### config.mk
export PLATFORM = sky130hd
export DESIGN_NAME = sleep_mode_controller
export DESIGN_NICKNAME = d
export VERILOG_FILES = /design/src/rtl/sleep_pkg.sv /design/src/rtl/sleep_wait_timer.sv /design/src/rtl/sleep_wake_filter.sv /design/src/rtl/sleep_mode_controller.sv
export VERILOG_INCLUDE_DIRS = /design/src /design/src/rtl
export SDC_FILE = /design/constraint.sdc
export NUM_CORES = 1
export LEC_CHECK = 0
export BUFFER_PORTS_ARGS = -buffer_cell sky130_fd_sc_hd__buf_2
export CORE_UTILIZATION = 54
export DETAILED_ROUTE_END_ITERATION = 16
export HOLD_SLACK_MARGIN = 0.05
export PLACE_DENSITY = 0.79
export SYNTH_ARGS = -nofsm -noshare
export SYNTH_HDL_FRONTEND = slang
export SYNTH_HIERARCHICAL = 1
export SYNTH_SLANG_ARGS = --single-unit
### constraint.sdc
create_clock -name i_mclk -period 6.8 [get_ports i_mclk]
set_input_delay 0.34 -clock i_mclk [delete_from_list [all_inputs] [get_ports i_mclk]]
set_output_delay 0.34 -clock i_mclk [all_outputs]
set_load 0.1 [all_outputs]
### src/rtl/sleep_cfg.svh
// Encodings and timing counts shared by the sleep controller files.
// Assumes it is included by bare name, through the package.
`ifndef SLEEP_CFG_SVH
`define SLEEP_CFG_SVH
// Mode select encodings.
`define SLP_SEL_IDLE 3'h0
`define SLP_SEL_QUIET 3'h1
`define SLP_SEL_PDOWN 3'h2
`define SLP_SEL_PSAVE 3'h3
`define SLP_SEL_RSV4 3'h4
`define SLP_SEL_RSV5 3'h5
`define SLP_SEL_STBY 3'h6
`define SLP_SEL_XSTBY 3'h7
// Run state codes, Gray along active, sleep, start-up, halt.
`define SLP_ST_ACTIVE 2'h0
`define SLP_ST_SLEEP 2'h1
`define SLP_ST_STARTUP 2'h3
`define SLP_ST_HALT 2'h2
// Clock restart period after the deep modes, in mclk cycles.
`define SLP_STARTUP_CYCLES 16'h4000
// Wake time from the standby modes, in mclk cycles.
`define SLP_STANDBY_WAKE 16'h0006
// Halt cycles after start-up before the interrupt is serviced.
`define SLP_HALT_CYCLES 16'h0004
// No start-up wait at all.
`define SLP_NO_WAIT 16'h0000
// Clock source select bit that marks a crystal or resonator.
`define SLP_XTAL_BIT 3
`endif

### src/rtl/sleep_pkg.sv
// Types shared by the sleep controller and its helpers.
// Assumes sleep_cfg.svh is on the include path.
`include "sleep_cfg.svh"
package sleep_pkg;
	// =====================================================
	// Modes and states
	typedef enum logic [2:0] {
		MODE_IDLE = `SLP_SEL_IDLE,
		MODE_QUIET = `SLP_SEL_QUIET,
		MODE_PDOWN = `SLP_SEL_PDOWN,
		MODE_PSAVE = `SLP_SEL_PSAVE,
		MODE_RSV4 = `SLP_SEL_RSV4,
		MODE_RSV5 = `SLP_SEL_RSV5,
		MODE_STBY = `SLP_SEL_STBY,
		MODE_XSTBY = `SLP_SEL_XSTBY
	} mode_t;
	typedef enum logic [1:0] {
		ST_ACTIVE = `SLP_ST_ACTIVE,
		ST_SLEEP = `SLP_ST_SLEEP,
		ST_STARTUP = `SLP_ST_STARTUP,
		ST_HALT = `SLP_ST_HALT
	} run_state_t;
	// =====================================================
	// Carriers
	// Clock and oscillator enables, one means running.
	typedef struct packed {
		logic core_clock_domain;
		logic program_mem_clock;
		logic io_clock_domain;
		logic converter_clock_domain;
		logic async_timer_clock;
		logic usb_clock_domain;
		logic main_osc;
		logic timer_osc;
		logic pll_en;
	} clk_gate_t;
	// Wake requests; resets and interrupts are already enabled at source.
	typedef struct packed {
		logic ext_reset;
		logic wdt_reset;
		logic bod_reset;
		logic wdt_irq;
		logic twi_match;
		logic twi_irq;
		logic spm_ready;
		logic adc_done;
		logic other_io;
		logic usb_sync;
		logic [3:0] upper_ext_irq_lines;
		logic [3:0] upper_edge_irq;
		logic [3:0] lower_ext_irq_lines;
		logic pin_change;
		logic vbus_transition_irq;
		logic usb_wakeup_irq;
		logic id_transition_irq;
		logic host_wakeup_irq;
	} wake_src_t;
	// Timer 2 state and its interrupt mask bits.
	typedef struct packed {
		logic enabled;
		logic async_clk;
		logic ovf;
		logic cmp;
		logic ovf_ie;
		logic cmp_ie;
	} timer2_t;
endpackage

### src/rtl/sleep_wait_timer.sv
// Down counter that holds a state for a loaded number of cycles.
// Assumes load is a one-cycle strobe on the same clock, count at least one.
`timescale 1ns/1ps
`default_nettype none
module sleep_wait_timer (
	input wire logic i_mclk,
	input wire logic i_rst_b,
	input wire logic i_load,
	input wire logic [15:0] i_count,
	output logic o_done
);
	import sleep_pkg::*;
	logic [15:0] count; // Cycles left after the current one.
	logic busy; // A wait is in progress.
	// =====================================================
	// Counter
	// Loading N makes done rise in the N-th cycle after the load edge.
	always_ff @(posedge i_mclk or negedge i_rst_b) begin
		if (!i_rst_b) begin
			count <= `SLP_NO_WAIT;
			busy <= 1'b0;
		end else if (i_load) begin
			count <= i_count - 16'h0001;
			busy <= 1'b1;
		end else if (o_done) begin
			busy <= 1'b0;
		end else if (busy) begin
			count <= count - 16'h0001;
		end
	end
	// Done is combinational so the owner can leave on the same edge.
	assign o_done = busy && (count == `SLP_NO_WAIT);
endmodule // sleep_wait_timer
`default_nettype wire

### src/rtl/sleep_wake_filter.sv
// Per-mode qualification of wake sources.
// Assumes pin-level sources are asynchronous, the rest are on mclk.
`timescale 1ns/1ps
`default_nettype none
module sleep_wake_filter (
	input wire logic i_mclk,
	input wire logic i_rst_b,
	input wire sleep_pkg::wake_src_t i_src,
	input wire sleep_pkg::timer2_t i_t2,
	input wire logic i_gie,
	input wire sleep_pkg::mode_t i_mode,
	input wire logic i_armed,
	output logic o_irq_wake,
	output logic o_rst_wake
);
	import sleep_pkg::*;
	logic [9:0] pin_meta; // First stage, read only by the second.
	logic [9:0] pin_sync; // Pins safe to use.
	logic s_rst, s_pc; // Synced reset and pin change.
	logic [3:0] s_up, s_lo; // Synced external lines.
	logic t2_evt, t2_ok, other_w, w;
	wake_src_t edge_only; // The upper edge requests alone, for the edge check.
	// =====================================================
	// Pin synchroniser
	always_ff @(posedge i_mclk or negedge i_rst_b) begin
		if (!i_rst_b) begin
			pin_meta <= 10'h000;
			pin_sync <= 10'h000;
		end else begin
			pin_meta <= {i_src.ext_reset, i_src.upper_ext_irq_lines, i_src.lower_ext_irq_lines, i_src.pin_change};
			pin_sync <= pin_meta;
		end
	end
	assign {s_rst, s_up, s_lo, s_pc} = pin_sync;
	// =====================================================
	// Qualification
	// Timer 2 needs both its own enable and the global enable.
	assign t2_evt = i_gie && i_t2.enabled && ((i_t2.ovf && i_t2.ovf_ie) || (i_t2.cmp && i_t2.cmp_ie));
	// In noise reduction timer 2 only runs on its asynchronous clock.
	assign t2_ok = (i_mode == MODE_IDLE) || ((i_mode == MODE_QUIET) && i_t2.async_clk) ||
		(i_mode == MODE_PSAVE) || (i_mode == MODE_XSTBY);
	// Sources that wake from every mode, then mode-limited ones.
	assign other_w = (|s_lo) || s_pc || (|s_up) || i_src.twi_match || i_src.wdt_irq ||
		i_src.vbus_transition_irq || i_src.usb_wakeup_irq || i_src.id_transition_irq || i_src.host_wakeup_irq ||
		(((i_mode == MODE_IDLE) || (i_mode == MODE_QUIET)) &&
		(i_src.spm_ready || i_src.adc_done || i_src.usb_sync || i_src.twi_irq)) ||
		((i_mode == MODE_IDLE) && (i_src.other_io || (|i_src.upper_edge_irq)));
	assign w = other_w || (t2_ok && t2_evt);
	// Registered; only meaningful while the core is halted.
	always_ff @(posedge i_mclk or negedge i_rst_b) begin
		if (!i_rst_b) begin
			o_irq_wake <= 1'b0;
			o_rst_wake <= 1'b0;
		end else begin
			o_irq_wake <= i_armed && w;
			o_rst_wake <= s_rst || i_src.wdt_reset || i_src.bod_reset;
		end
	end
	// =====================================================
	// Checks
	// Built apart from the wake logic, so a wrong mode term cannot hide an edge wake.
	always_comb begin
		edge_only = '0;
		edge_only.upper_edge_irq = i_src.upper_edge_irq;
	end
endmodule // sleep_wake_filter
`default_nettype wire

### src/rtl/sleep_mode_controller.sv
// Sleep mode controller: entry, clock gating, wake and restart sequencing.
// Assumes the core strobes i_sleep_instr for one mclk cycle per sleep
// instruction and honours o_core_halt; peripherals obey o_gates.
`timescale 1ns/1ps
`default_nettype none
module sleep_mode_controller #(
	// Clock restart period after power-down and power-save.
	parameter logic [15:0] STARTUP_CYCLES = `SLP_STARTUP_CYCLES
) (
	input wire logic i_mclk,
	input wire logic i_rst_b,
	input wire logic [2:0] i_sleep_mode_select,
	input wire logic i_sleep_enable_bit,
	input wire logic i_sleep_instr,
	input wire logic [3:0] i_clock_source_select,
	input wire logic i_converter_enabled,
	input wire logic i_global_irq_enable,
	input wire sleep_pkg::timer2_t i_timer2,
	input wire sleep_pkg::wake_src_t i_wake_src,
	output sleep_pkg::clk_gate_t o_gates,
	output logic o_core_halt,
	output logic o_sleeping,
	output sleep_pkg::mode_t o_active_mode,
	output logic o_converter_start,
	output logic o_irq_service,
	output logic o_reset_restart
);
	import sleep_pkg::*;
	run_state_t state; // Current run state.
	run_state_t next_state; // State after this edge.
	mode_t sleep_mode; // Mode latched when sleep was entered.
	mode_t sel_mode; // Mode select seen as an enum.
	logic enter; // Sleep instruction accepted this cycle.
	logic irq_wake; // Qualified interrupt wake, registered.
	logic rst_wake; // Some reset source is active, registered.
	logic tmr_load; // Start a wait in the timer.
	logic [15:0] tmr_count; // Length of that wait.
	logic tmr_done; // Wait has run out.

	// =====================================================
	// Decoding helpers
	// Reserved codes and crystal-less standby act as no sleep at all.
	function automatic logic sleep_allowed(input mode_t m, input logic [3:0] css);
		logic ok;
		ok = 1'b1;
		if ((m == MODE_RSV4) || (m == MODE_RSV5)) begin
			ok = 1'b0;
		end else if ((m == MODE_STBY) || (m == MODE_XSTBY)) begin
			ok = css[`SLP_XTAL_BIT];
		end
		return ok;
	endfunction

	// Start-up wait for a mode; zero means go straight to the halt.
	function automatic logic [15:0] wake_cycles(input mode_t m);
		logic [15:0] n;
		n = `SLP_NO_WAIT;
		if ((m == MODE_PDOWN) || (m == MODE_PSAVE)) begin
			n = STARTUP_CYCLES;
		end else if ((m == MODE_STBY) || (m == MODE_XSTBY)) begin
			n = `SLP_STANDBY_WAKE;
		end
		return n;
	endfunction

	// Clock enables for a state and mode.
	function automatic clk_gate_t gates_for(input run_state_t st, input mode_t m, input timer2_t t2);
		clk_gate_t g;
		g = '1;
		g.timer_osc = t2.async_clk;
		if (st == ST_SLEEP) begin
			case (m)
				MODE_IDLE: begin
					g.core_clock_domain = 1'b0;
					g.program_mem_clock = 1'b0;
				end
				MODE_QUIET: begin
					g.core_clock_domain = 1'b0;
					g.program_mem_clock = 1'b0;
					g.io_clock_domain = 1'b0;
				end
				MODE_PDOWN: begin
					g = '0;
				end
				MODE_PSAVE: begin
					// The main source only stays up to feed a synchronous timer 2.
					g = '0;
					g.async_timer_clock = 1'b1;
					g.timer_osc = t2.async_clk;
					g.main_osc = t2.enabled && !t2.async_clk;
				end
				MODE_STBY: begin
					// Oscillator on, but the PLL and so USB stay off.
					g = '0;
					g.main_osc = 1'b1;
				end
				MODE_XSTBY: begin
					g = '0;
					g.main_osc = 1'b1;
					g.async_timer_clock = t2.async_clk;
					g.timer_osc = t2.async_clk;
				end
				default: begin
					g = '1;
				end
			endcase
		end else if (st != ST_ACTIVE) begin
			// Clocks restart while the core itself stays held.
			g.core_clock_domain = 1'b0;
			g.program_mem_clock = 1'b0;
		end
		return g;
	endfunction

	// =====================================================
	// Wake filter and wait timer
	sleep_wake_filter u_filter (
		.i_mclk(i_mclk),
		.i_rst_b(i_rst_b),
		.i_src(i_wake_src),
		.i_t2(i_timer2),
		.i_gie(i_global_irq_enable),
		.i_mode(sleep_mode),
		.i_armed(state == ST_SLEEP),
		.o_irq_wake(irq_wake),
		.o_rst_wake(rst_wake)
	);

	sleep_wait_timer u_timer (
		.i_mclk(i_mclk),
		.i_rst_b(i_rst_b),
		.i_load(tmr_load),
		.i_count(tmr_count),
		.o_done(tmr_done)
	);

	// =====================================================
	// Entry decision
	// The instruction is a no-op unless enabled and the code is usable.
	assign sel_mode = mode_t'(i_sleep_mode_select);
	assign enter = (state == ST_ACTIVE) && i_sleep_instr && i_sleep_enable_bit &&
		sleep_allowed(sel_mode, i_clock_source_select);

	// =====================================================
	// State machine
	// A reset source beats any interrupt and ends every wait at once.
	always_comb begin
		next_state = state;
		case (state)
			ST_ACTIVE: begin
				if (enter) begin
					next_state = ST_SLEEP;
				end
			end
			ST_SLEEP: begin
				if (rst_wake) begin
					next_state = ST_ACTIVE;
				end else if (irq_wake) begin
					if (wake_cycles(sleep_mode) != `SLP_NO_WAIT) begin
						next_state = ST_STARTUP;
					end else begin
						next_state = ST_HALT;
					end
				end
			end
			ST_STARTUP: begin
				if (rst_wake) begin
					next_state = ST_ACTIVE;
				end else if (tmr_done) begin
					next_state = ST_HALT;
				end
			end
			ST_HALT: begin
				if (rst_wake || tmr_done) begin
					next_state = ST_ACTIVE;
				end
			end
			default: begin
				next_state = ST_ACTIVE;
			end
		endcase
	end

	always_ff @(posedge i_mclk or negedge i_rst_b) begin
		if (!i_rst_b) begin
			state <= ST_ACTIVE;
		end else begin
			state <= next_state;
		end
	end

	// Mode is frozen at entry so later writes cannot change an ongoing sleep.
	always_ff @(posedge i_mclk or negedge i_rst_b) begin
		if (!i_rst_b) begin
			sleep_mode <= MODE_IDLE;
		end else if (enter) begin
			sleep_mode <= sel_mode;
		end
	end

	// =====================================================
	// Wait loading
	// Each wait starts on the edge that enters its state.
	assign tmr_load = (state != next_state) && ((next_state == ST_STARTUP) || (next_state == ST_HALT));
	assign tmr_count = (next_state == ST_STARTUP) ? wake_cycles(sleep_mode) : `SLP_HALT_CYCLES;

	// =====================================================
	// Outputs
	// These outputs are flops fed from the next state and mode so they line up with state.
	always_ff @(posedge i_mclk or negedge i_rst_b) begin
		if (!i_rst_b) begin
			o_gates <= '1;
			o_core_halt <= 1'b0;
			o_sleeping <= 1'b0;
			o_active_mode <= MODE_IDLE;
		end else begin
			o_gates <= gates_for(next_state, enter ? sel_mode : sleep_mode, i_timer2);
			o_core_halt <= (next_state != ST_ACTIVE);
			o_sleeping <= (next_state == ST_SLEEP);
			o_active_mode <= enter ? sel_mode : sleep_mode;
		end
	end

	// One-cycle event strobes.
	always_ff @(posedge i_mclk or negedge i_rst_b) begin
		if (!i_rst_b) begin
			o_converter_start <= 1'b0;
			o_irq_service <= 1'b0;
			o_reset_restart <= 1'b0;
		end else begin
			o_converter_start <= enter && i_converter_enabled &&
				((sel_mode == MODE_IDLE) || (sel_mode == MODE_QUIET));
			o_irq_service <= (state == ST_HALT) && tmr_done && !rst_wake;
			o_reset_restart <= (state != ST_ACTIVE) && rst_wake;
		end
	end
endmodule // sleep_mode_controller
`default_nettype wire

==> summary.md, run 1 <==
| Metric | Value |
|---|---|
| Power Total | 1.30 mW |
| Clock sink total | 55 |
| Post-Syn Instances | 270 |
| Sequential share of the synthesized area | 48.0% |
| Final Cell Area | 3440 sq um |
| Tmin final | 4.52 ns |
| Crit end category | flip-flop |
| Crit path DAT | 4.71 ns |
| LEAKAGE | 1.49 nW |
| Post-route ant nets | 0 |
| H-tree depth | 2 |
| Achievable Freq | 221 MHz |
| Cells after DPL | 423 |
| CP Class | reg -> reg |
| Post-Syn Area | 2880 sq um |
| Fin Clk Skew | 0.00948 ns |
| Syn avg cell area | 10.7 sq um |
| Top-count cell post-synth | dfrtp_1 |
| Syn. warnings | 6 |
| Final Hold Fails | 0 |
| Req. time, crit path | 6.99 ns |
| Die width | 75.0 um |
| Share of the synthesized area in the top cell type | 42.6% |
| Iter 0 DRT Violations | 170 |
| Post-CTS Hold Fix Bufs | 0 |
| Primary FF master, synth | dfrtp_1 |
| Ports | 63 |
| Non-Filler Instances | 431 |
| Final hold slack | 0.109 ns |
| Max-cap violation count | 0 |
| Drt pass-1 iters | 4 |
| Num CTS Buffers | 5 |
| Via Count | 2321 |
| Clk_lat worst skew | 0.33 ns |
| Power Dens Cells | 379 nW/um^2 |
| Max IR drop VDD | 296 uV |
| CP startpoint kind | flip-flop |
| Ant diodes | 0 |
| CORE AREA | 5110 sq um |
| Final net count | 407 |
| RSZ-0062 raised after global routing | no |
| Finish-stage setup viols | 0 |
| Clock Path Buffers | 2 |
| Rel. slew slack | 52.8% |
| Drt wl/cell | 13.7 um |
| Synth top area cells | dfrtp_1 (43%), dfstp_2 (5.5%), xor2_1 (4.0%) |
| Fillers | 417 |
| Dpl cell area | 3340 sq um |
| Worst-margin pin slew | 0.697 ns |
| Status | finished clean |
| R2R cell count | 11 |
| Hold Path Class | in -> reg |
| Post-synth top area cell | dfrtp_1 |
| Slew Viols, Final | 0 |
| Clk slew on worst S/H paths | 0.11 ns |
| Placed wire-length estimate | 4.25 mm |
| CTS tree | yes |
| # rows | 26 |
| Part of the cycle the worst path needs | 66.5% |
| Total track usage | 23.4% |
| Area growth, synth to finish | 19.3% |
| Die area | 5630 sq um |
| Largest net degree at the start of global routing | 56 |
| Share of cells above drive strength 1 | 27.1% |
| Initial antenna violation count | 0 |
| CTS root buffer | clkbuf_8 |
| Initial Utilization | 56.4% |
| GP Congestion | 0.777 |
| Vias in the first global route | 2164 |
| First-pass GRT wire length | 9.85 mm |
| Post-synth EDFFs | 0 |
| Setup_tns | 0 ns |
| Hold Path Stages | 1 |
| Final WL | 5.90 mm |
| Grt total ovfl | 0 |
| #FFs+latches synth | 55 |
| Die height | 75.0 um |
| Post-CTS setup buffers | 0 |
| Largest fanout on the critical path | 38 |
| IO Port Bufs | 59 |
| Avg Vias per Cell | 5.39 |
| CTS resizes | 0 |
| Residual DRC | 0 |
| Most instantiated cells after synthesis | dfrtp_1 (49), nand2_1 (19), o211ai_1 (13), xor2_1 (13), nor2_1 (12) |
| Synth cell types | 68 |
| Ys async rst share | 100% |
==> routing by layer <==
layer	track usage, %	wire length (um)
met1	30.2	2730
met2	38.6	2850
met3	5.09	242
met4	9.01	82
met5	0	0
==> worst max-delay path: stages, from the launching register on <==
cell and delay [ns]:
dfrtp_1 0.42, or4_4 0.55, or4b_4 0.63, nor3_1 0.36, mux2i_1 0.15, nor3b_2 0.17
buf_4 0.39, nor4b_1 0.63, o221a_2 0.45, nand3_1 0.16, o311ai_0 0.31, o21ai_0 0.14
==> flip-flops by register name (all words and copies together) (netlist names), 2 cells and up <==
name               cells
o_gates                6
u_filter/pin_sync     10
u_timer/count         16
state                  2
o_active_mode          3
u_filter/pin_meta     10
==> cells by family after synthesis <==
| family | count (synthesis) | share of synthesized area (%) |
|---|---|---|
| buffers and inverters | 25 | 4.30 |
| xor gates and xnor gates | 18 | 5.47 |
| and+or+nand+nor | 91 | 18.5 |
| AOI/OAI and AO/OA | 66 | 18.2 |
| other | 1 | 0.130 |
| muxes | 13 | 4.87 |
| DFF | 55 | 48.0 |
| adders and majority gates | 1 | 0.434 |
==> placed cells by master (no fill, tap or decap), types with 4 or more instances in the layout <==
| cell | n |
|---|---|
| xor2_1 | 13 |
| o211ai_1 | 13 |
| dfrtp_1 | 49 |
| conb_1 | 38 |
| inv_1 | 9 |
| dfstp_2 | 6 |
| a31oi_1 | 4 |
| nand2_1 | 19 |
| o21ai_0 | 4 |
| or4_1 | 4 |
| xnor2_1 | 5 |
| nor3_1 | 11 |
| mux2i_1 | 10 |
| a21oi_1 | 10 |
| buf_2 | 59 |
| nor4_1 | 8 |
| clkbuf_8 | 5 |
| o21ai_1 | 4 |
| nor2_1 | 12 |
| nand3_1 | 5 |
==> path summary, 6_finish.rpt <==
kind | startpoint | slack [ns] | end
worst max-delay path | u_timer/count[14]$_DFFE_PN0P_ | 2.28 | u_timer/count[15]$_DFFE_PN0P_
worst min-delay path | i_wake_src[6] | 0.11 | u_filter/pin_meta[2]$_DFF_PN0_
worst max register to register | u_timer/count[14]$_DFFE_PN0P_ | 2.28 | u_timer/count[15]$_DFFE_PN0P_
worst min register to register | u_filter/pin_meta[3]$_DFF_PN0_ | 0.36 | u_filter/pin_sync[3]$_DFF_PN0_
max in group asynchronous | i_rst_b | 6.22 | u_filter/pin_sync[6]$_DFF_PN0_
min in group asynchronous | i_rst_b | 0.12 | o_sleeping$_DFF_PN0_
==> through the flow <==
stage	utilization [%]	setup WS, ns
4_1_cts	67.3	2.31
3_5_place_dp	65.3	2.35
6_report	67.3	2.28
5_1_grt	67.3	1.93
2_1_floorplan	-	1.95
3_3_place_gp	65.3	2.43
==> area by class of cell <==
| type | count | area, sq um | area share, % |
|---|---|---|---|
| Multi-Input combinational cell | 227 | 1520 | 44.1 |
| Clock buffer | 5 | 68.8 | 2.00 |
| Sequential cell | 55 | 1380 | 40.3 |
| Timing Repair Buffer | 61 | 310 | 9.03 |
| Tap cell | 70 | 87.6 | 2.55 |
| Clock inverter | 3 | 31.3 | 0.910 |
| Inverter | 10 | 37.5 | 1.09 |
==> power by group <==
part           internal, mW  switching (mW)
registers             0.417          0.0864
logic                 0.158           0.441
clock network        0.0785           0.120
Power figures use the tool's default switching activity.
==> run 2: changes to the inputs <==
==> constraint.sdc (replaced) <==
create_clock -name i_mclk -period 4.3 [get_ports i_mclk]
set_input_delay 0.215 -clock i_mclk [delete_from_list [all_inputs] [get_ports i_mclk]]
set_output_delay 0.215 -clock i_mclk [all_outputs]
set_load 0.1 [all_outputs]
==> summary.md, run 2 (synthesis gave the netlist of run 1 again) <==
| Metric | Value |
|---|---|
| Status | finished clean |
| Crit path DAT | 4.24 ns (-0.47 ns) |
| Avg Vias per Cell | 5.36 (-0.52%) |
| Initial Utilization | 56.4% (unchanged) |
| Post-route ant nets | 0 (unchanged) |
| Max-cap violation count | 0 (unchanged) |
| Vias in the first global route | 2207 (+2.0%) |
| Die width | 75.0 um (unchanged) |
| Ant diodes | 0 (unchanged) |
| Ports | 63 (unchanged) |
| Largest reg by FF count | u_timer/count |
| Finish-stage setup viols | 0 (unchanged) |
| Share of cells above drive strength 1 | 27.2% (+0.053 points) |
| Tmin final | 4.00 ns (-0.522 ns) |
| Most frequent cells in the layout | buf_2 (59), dfrtp_1 (49), conb_1 (38), nand2_1 (19) |
| Final net count | 421 (+3.4%) |
| Final Cell Area | 3590 sq um (+4.4%) |
| Power Dens Cells | 575 nW/um^2 (+52%) |
| Rel. slew slack | 55.3% (+2.5 points) |
| Via Count | 2384 (+2.7%) |
| Dpl cell area | 3380 sq um (+1.2%) |
| Setup_tns | 0 ns (unchanged) |
| Largest net degree at the start of global routing | 56 (unchanged) |
| Num CTS Buffers | 5 (unchanged) |
| Hold Path Class | in -> reg |
| Final Hold Fails | 0 (unchanged) |
| Largest regs | u_timer/count: 16 flops, u_filter/pin_meta: 10 flops, u_filter/pin_sync: 10 flops |
| CTS root buffer | clkbuf_8 |
| Final WL | 6.12 mm (+3.7%) |
| Drt wl/cell | 13.7 um (+0.40%) |
| # rows | 26 (unchanged) |
| Initial antenna violation count | 0 (unchanged) |
| Most common cell after layout, fill and taps aside | buf_2 |
| Area growth, synth to finish | 24.5% |
| Max reg flops | 16 (unchanged) |
| Part of the cycle the worst path needs | 93.0% (+27 points) |
| Iter 0 DRT Violations | 148 (-13%) |
| Die area | 5630 sq um (unchanged) |
| Drt pass-1 iters | 4 (unchanged) |
| Clock Path Buffers | 2 (unchanged) |
| Achievable Freq | 250 MHz (+13%) |
| Clk_lat worst skew | 0.31 ns (-0.02 ns) |
| Grt total ovfl | 0 (unchanged) |
| Reg-to-reg setup timing slack | 0.30 ns (-1.98 ns) |
| H-tree depth | 2 (unchanged) |
| Fin Clk Skew | 0.00712 ns (-0.00235 ns) |
| LEAKAGE | 1.55 nW (+4.3%) |
| CP Class | reg -> reg |
| Total track usage | 23.1% (-0.28 points) |
| Post-CTS Hold Fix Bufs | 11 (+11) |
| Clk slew on worst S/H paths | 0.11 ns (about the same) |
| Die height | 75.0 um (unchanged) |
| Req. time, crit path | 4.54 ns (-2.45 ns) |
| CP startpoint kind | flip-flop |
| Post-CTS setup buffers | 0 (unchanged) |
| Clock sink total | 55 (unchanged) |
| Residual DRC | 0 (unchanged) |
| Largest fanout on the critical path | 17 (-55%) |
| CTS tree | yes |
| Placed wire-length estimate | 4.31 mm (+1.4%) |
| CTS resizes | 0 (unchanged) |
| First-pass GRT wire length | 9.80 mm (-0.56%) |
| RSZ-0062 raised after global routing | no |
| GP Congestion | 0.835 (+7.5%) |
| CORE AREA | 5110 sq um (unchanged) |
| Max IR drop VDD | 526 uV (+78%) |
| IO Port Bufs | 59 (unchanged) |
| Worst-margin pin slew | 0.670 ns (-0.0270 ns) |
| Slew Viols, Final | 0 (unchanged) |
| Crit end category | flip-flop |
run 2: changes by cell type in the layout (fill, tap and decap cells not counted):
| cell | delta |
|---|---|
| buf_12 | +1 |
| buf_4 | +2 |
| dlygate4sd3_1 | +11 |
| nor3_1 | -1 |
| nor3_2 | +1 |
run 2: critical path, cell delays in order, from the launching register on:
cell      delay, ns
dfrtp_1        0.46
or4_4          0.52
or4b_4         0.63
nor3_2         0.21
mux2i_1        0.12
nor3b_2        0.24
buf_12         0.19
mux2i_1        0.25
ha_1           0.31
o2111a_1       0.30
o211ai_1       0.17
or4_1          0.42
o211ai_1       0.09
run 2: power by group:
part | internal [mW] | total, mW | leakage [nW] | switching (mW)
combinational | 0.258 | 0.955 | 0.863 | 0.698
clock | 0.124 | 0.312 | 0.0522 | 0.188
sequential | 0.659 | 0.795 | 0.640 | 0.136
run 2: per-stage QoR:
stage          hold slack (ns)  util [%]  power (mW)  std cells  setup slack, ns
2_1_floorplan          -0.0806         -        1.58        307           0.0375
5_1_grt                 0.0821      70.2        2.16        445           0.0835
6_report                0.0765      70.2        2.06        445            0.301
3_5_place_dp             0.325      66.1        1.74        426            0.346
3_3_place_gp             0.322      66.1        1.72        426            0.429
4_1_cts                 0.0717      70.2        2.06        445            0.327
run 2: final timing paths:
check	to	cells after the start	from
worst min register to register	u_filter/pin_sync[6]$_DFF_PN0_	0	u_filter/pin_meta[6]$_DFF_PN0_
worst max-delay path	u_timer/count[8]$_DFFE_PN0P_	12	u_timer/count[12]$_DFFE_PN0P_
max in group asynchronous	u_filter/pin_meta[6]$_DFF_PN0_	3	i_rst_b
min in group asynchronous	o_sleeping$_DFF_PN0_	3	i_rst_b
worst min-delay path	u_filter/o_rst_wake$_DFF_PN0_	2	i_wake_src[24]
worst max register to register	u_timer/count[8]$_DFFE_PN0P_	12	u_timer/count[12]$_DFFE_PN0P_
run 2: layer usage:
layer | vias up | part of all wire, % | routed length (um) | track usage, %
li1 | 1169 | - | - | -
met1 | 1138 | 43 | 2630 | 28.7
met2 | 63 | 51 | 3150 | 40.0
met3 | 14 | 3.7 | 227 | 4.42
met4 | 0 | 1.8 | 112 | 9.01
met5 | - | 0 | 0 | 0
run 2: final cells by class:
class                      instances  area, sq um
multi-input combinational        227         1520
fill                             414         1520
sequential                        55         1380
timing repair buffer              75          455
tap                               70         87.6
clock buffer                       5         68.8
inverter                          10         37.5
clock inverter                     3         31.3
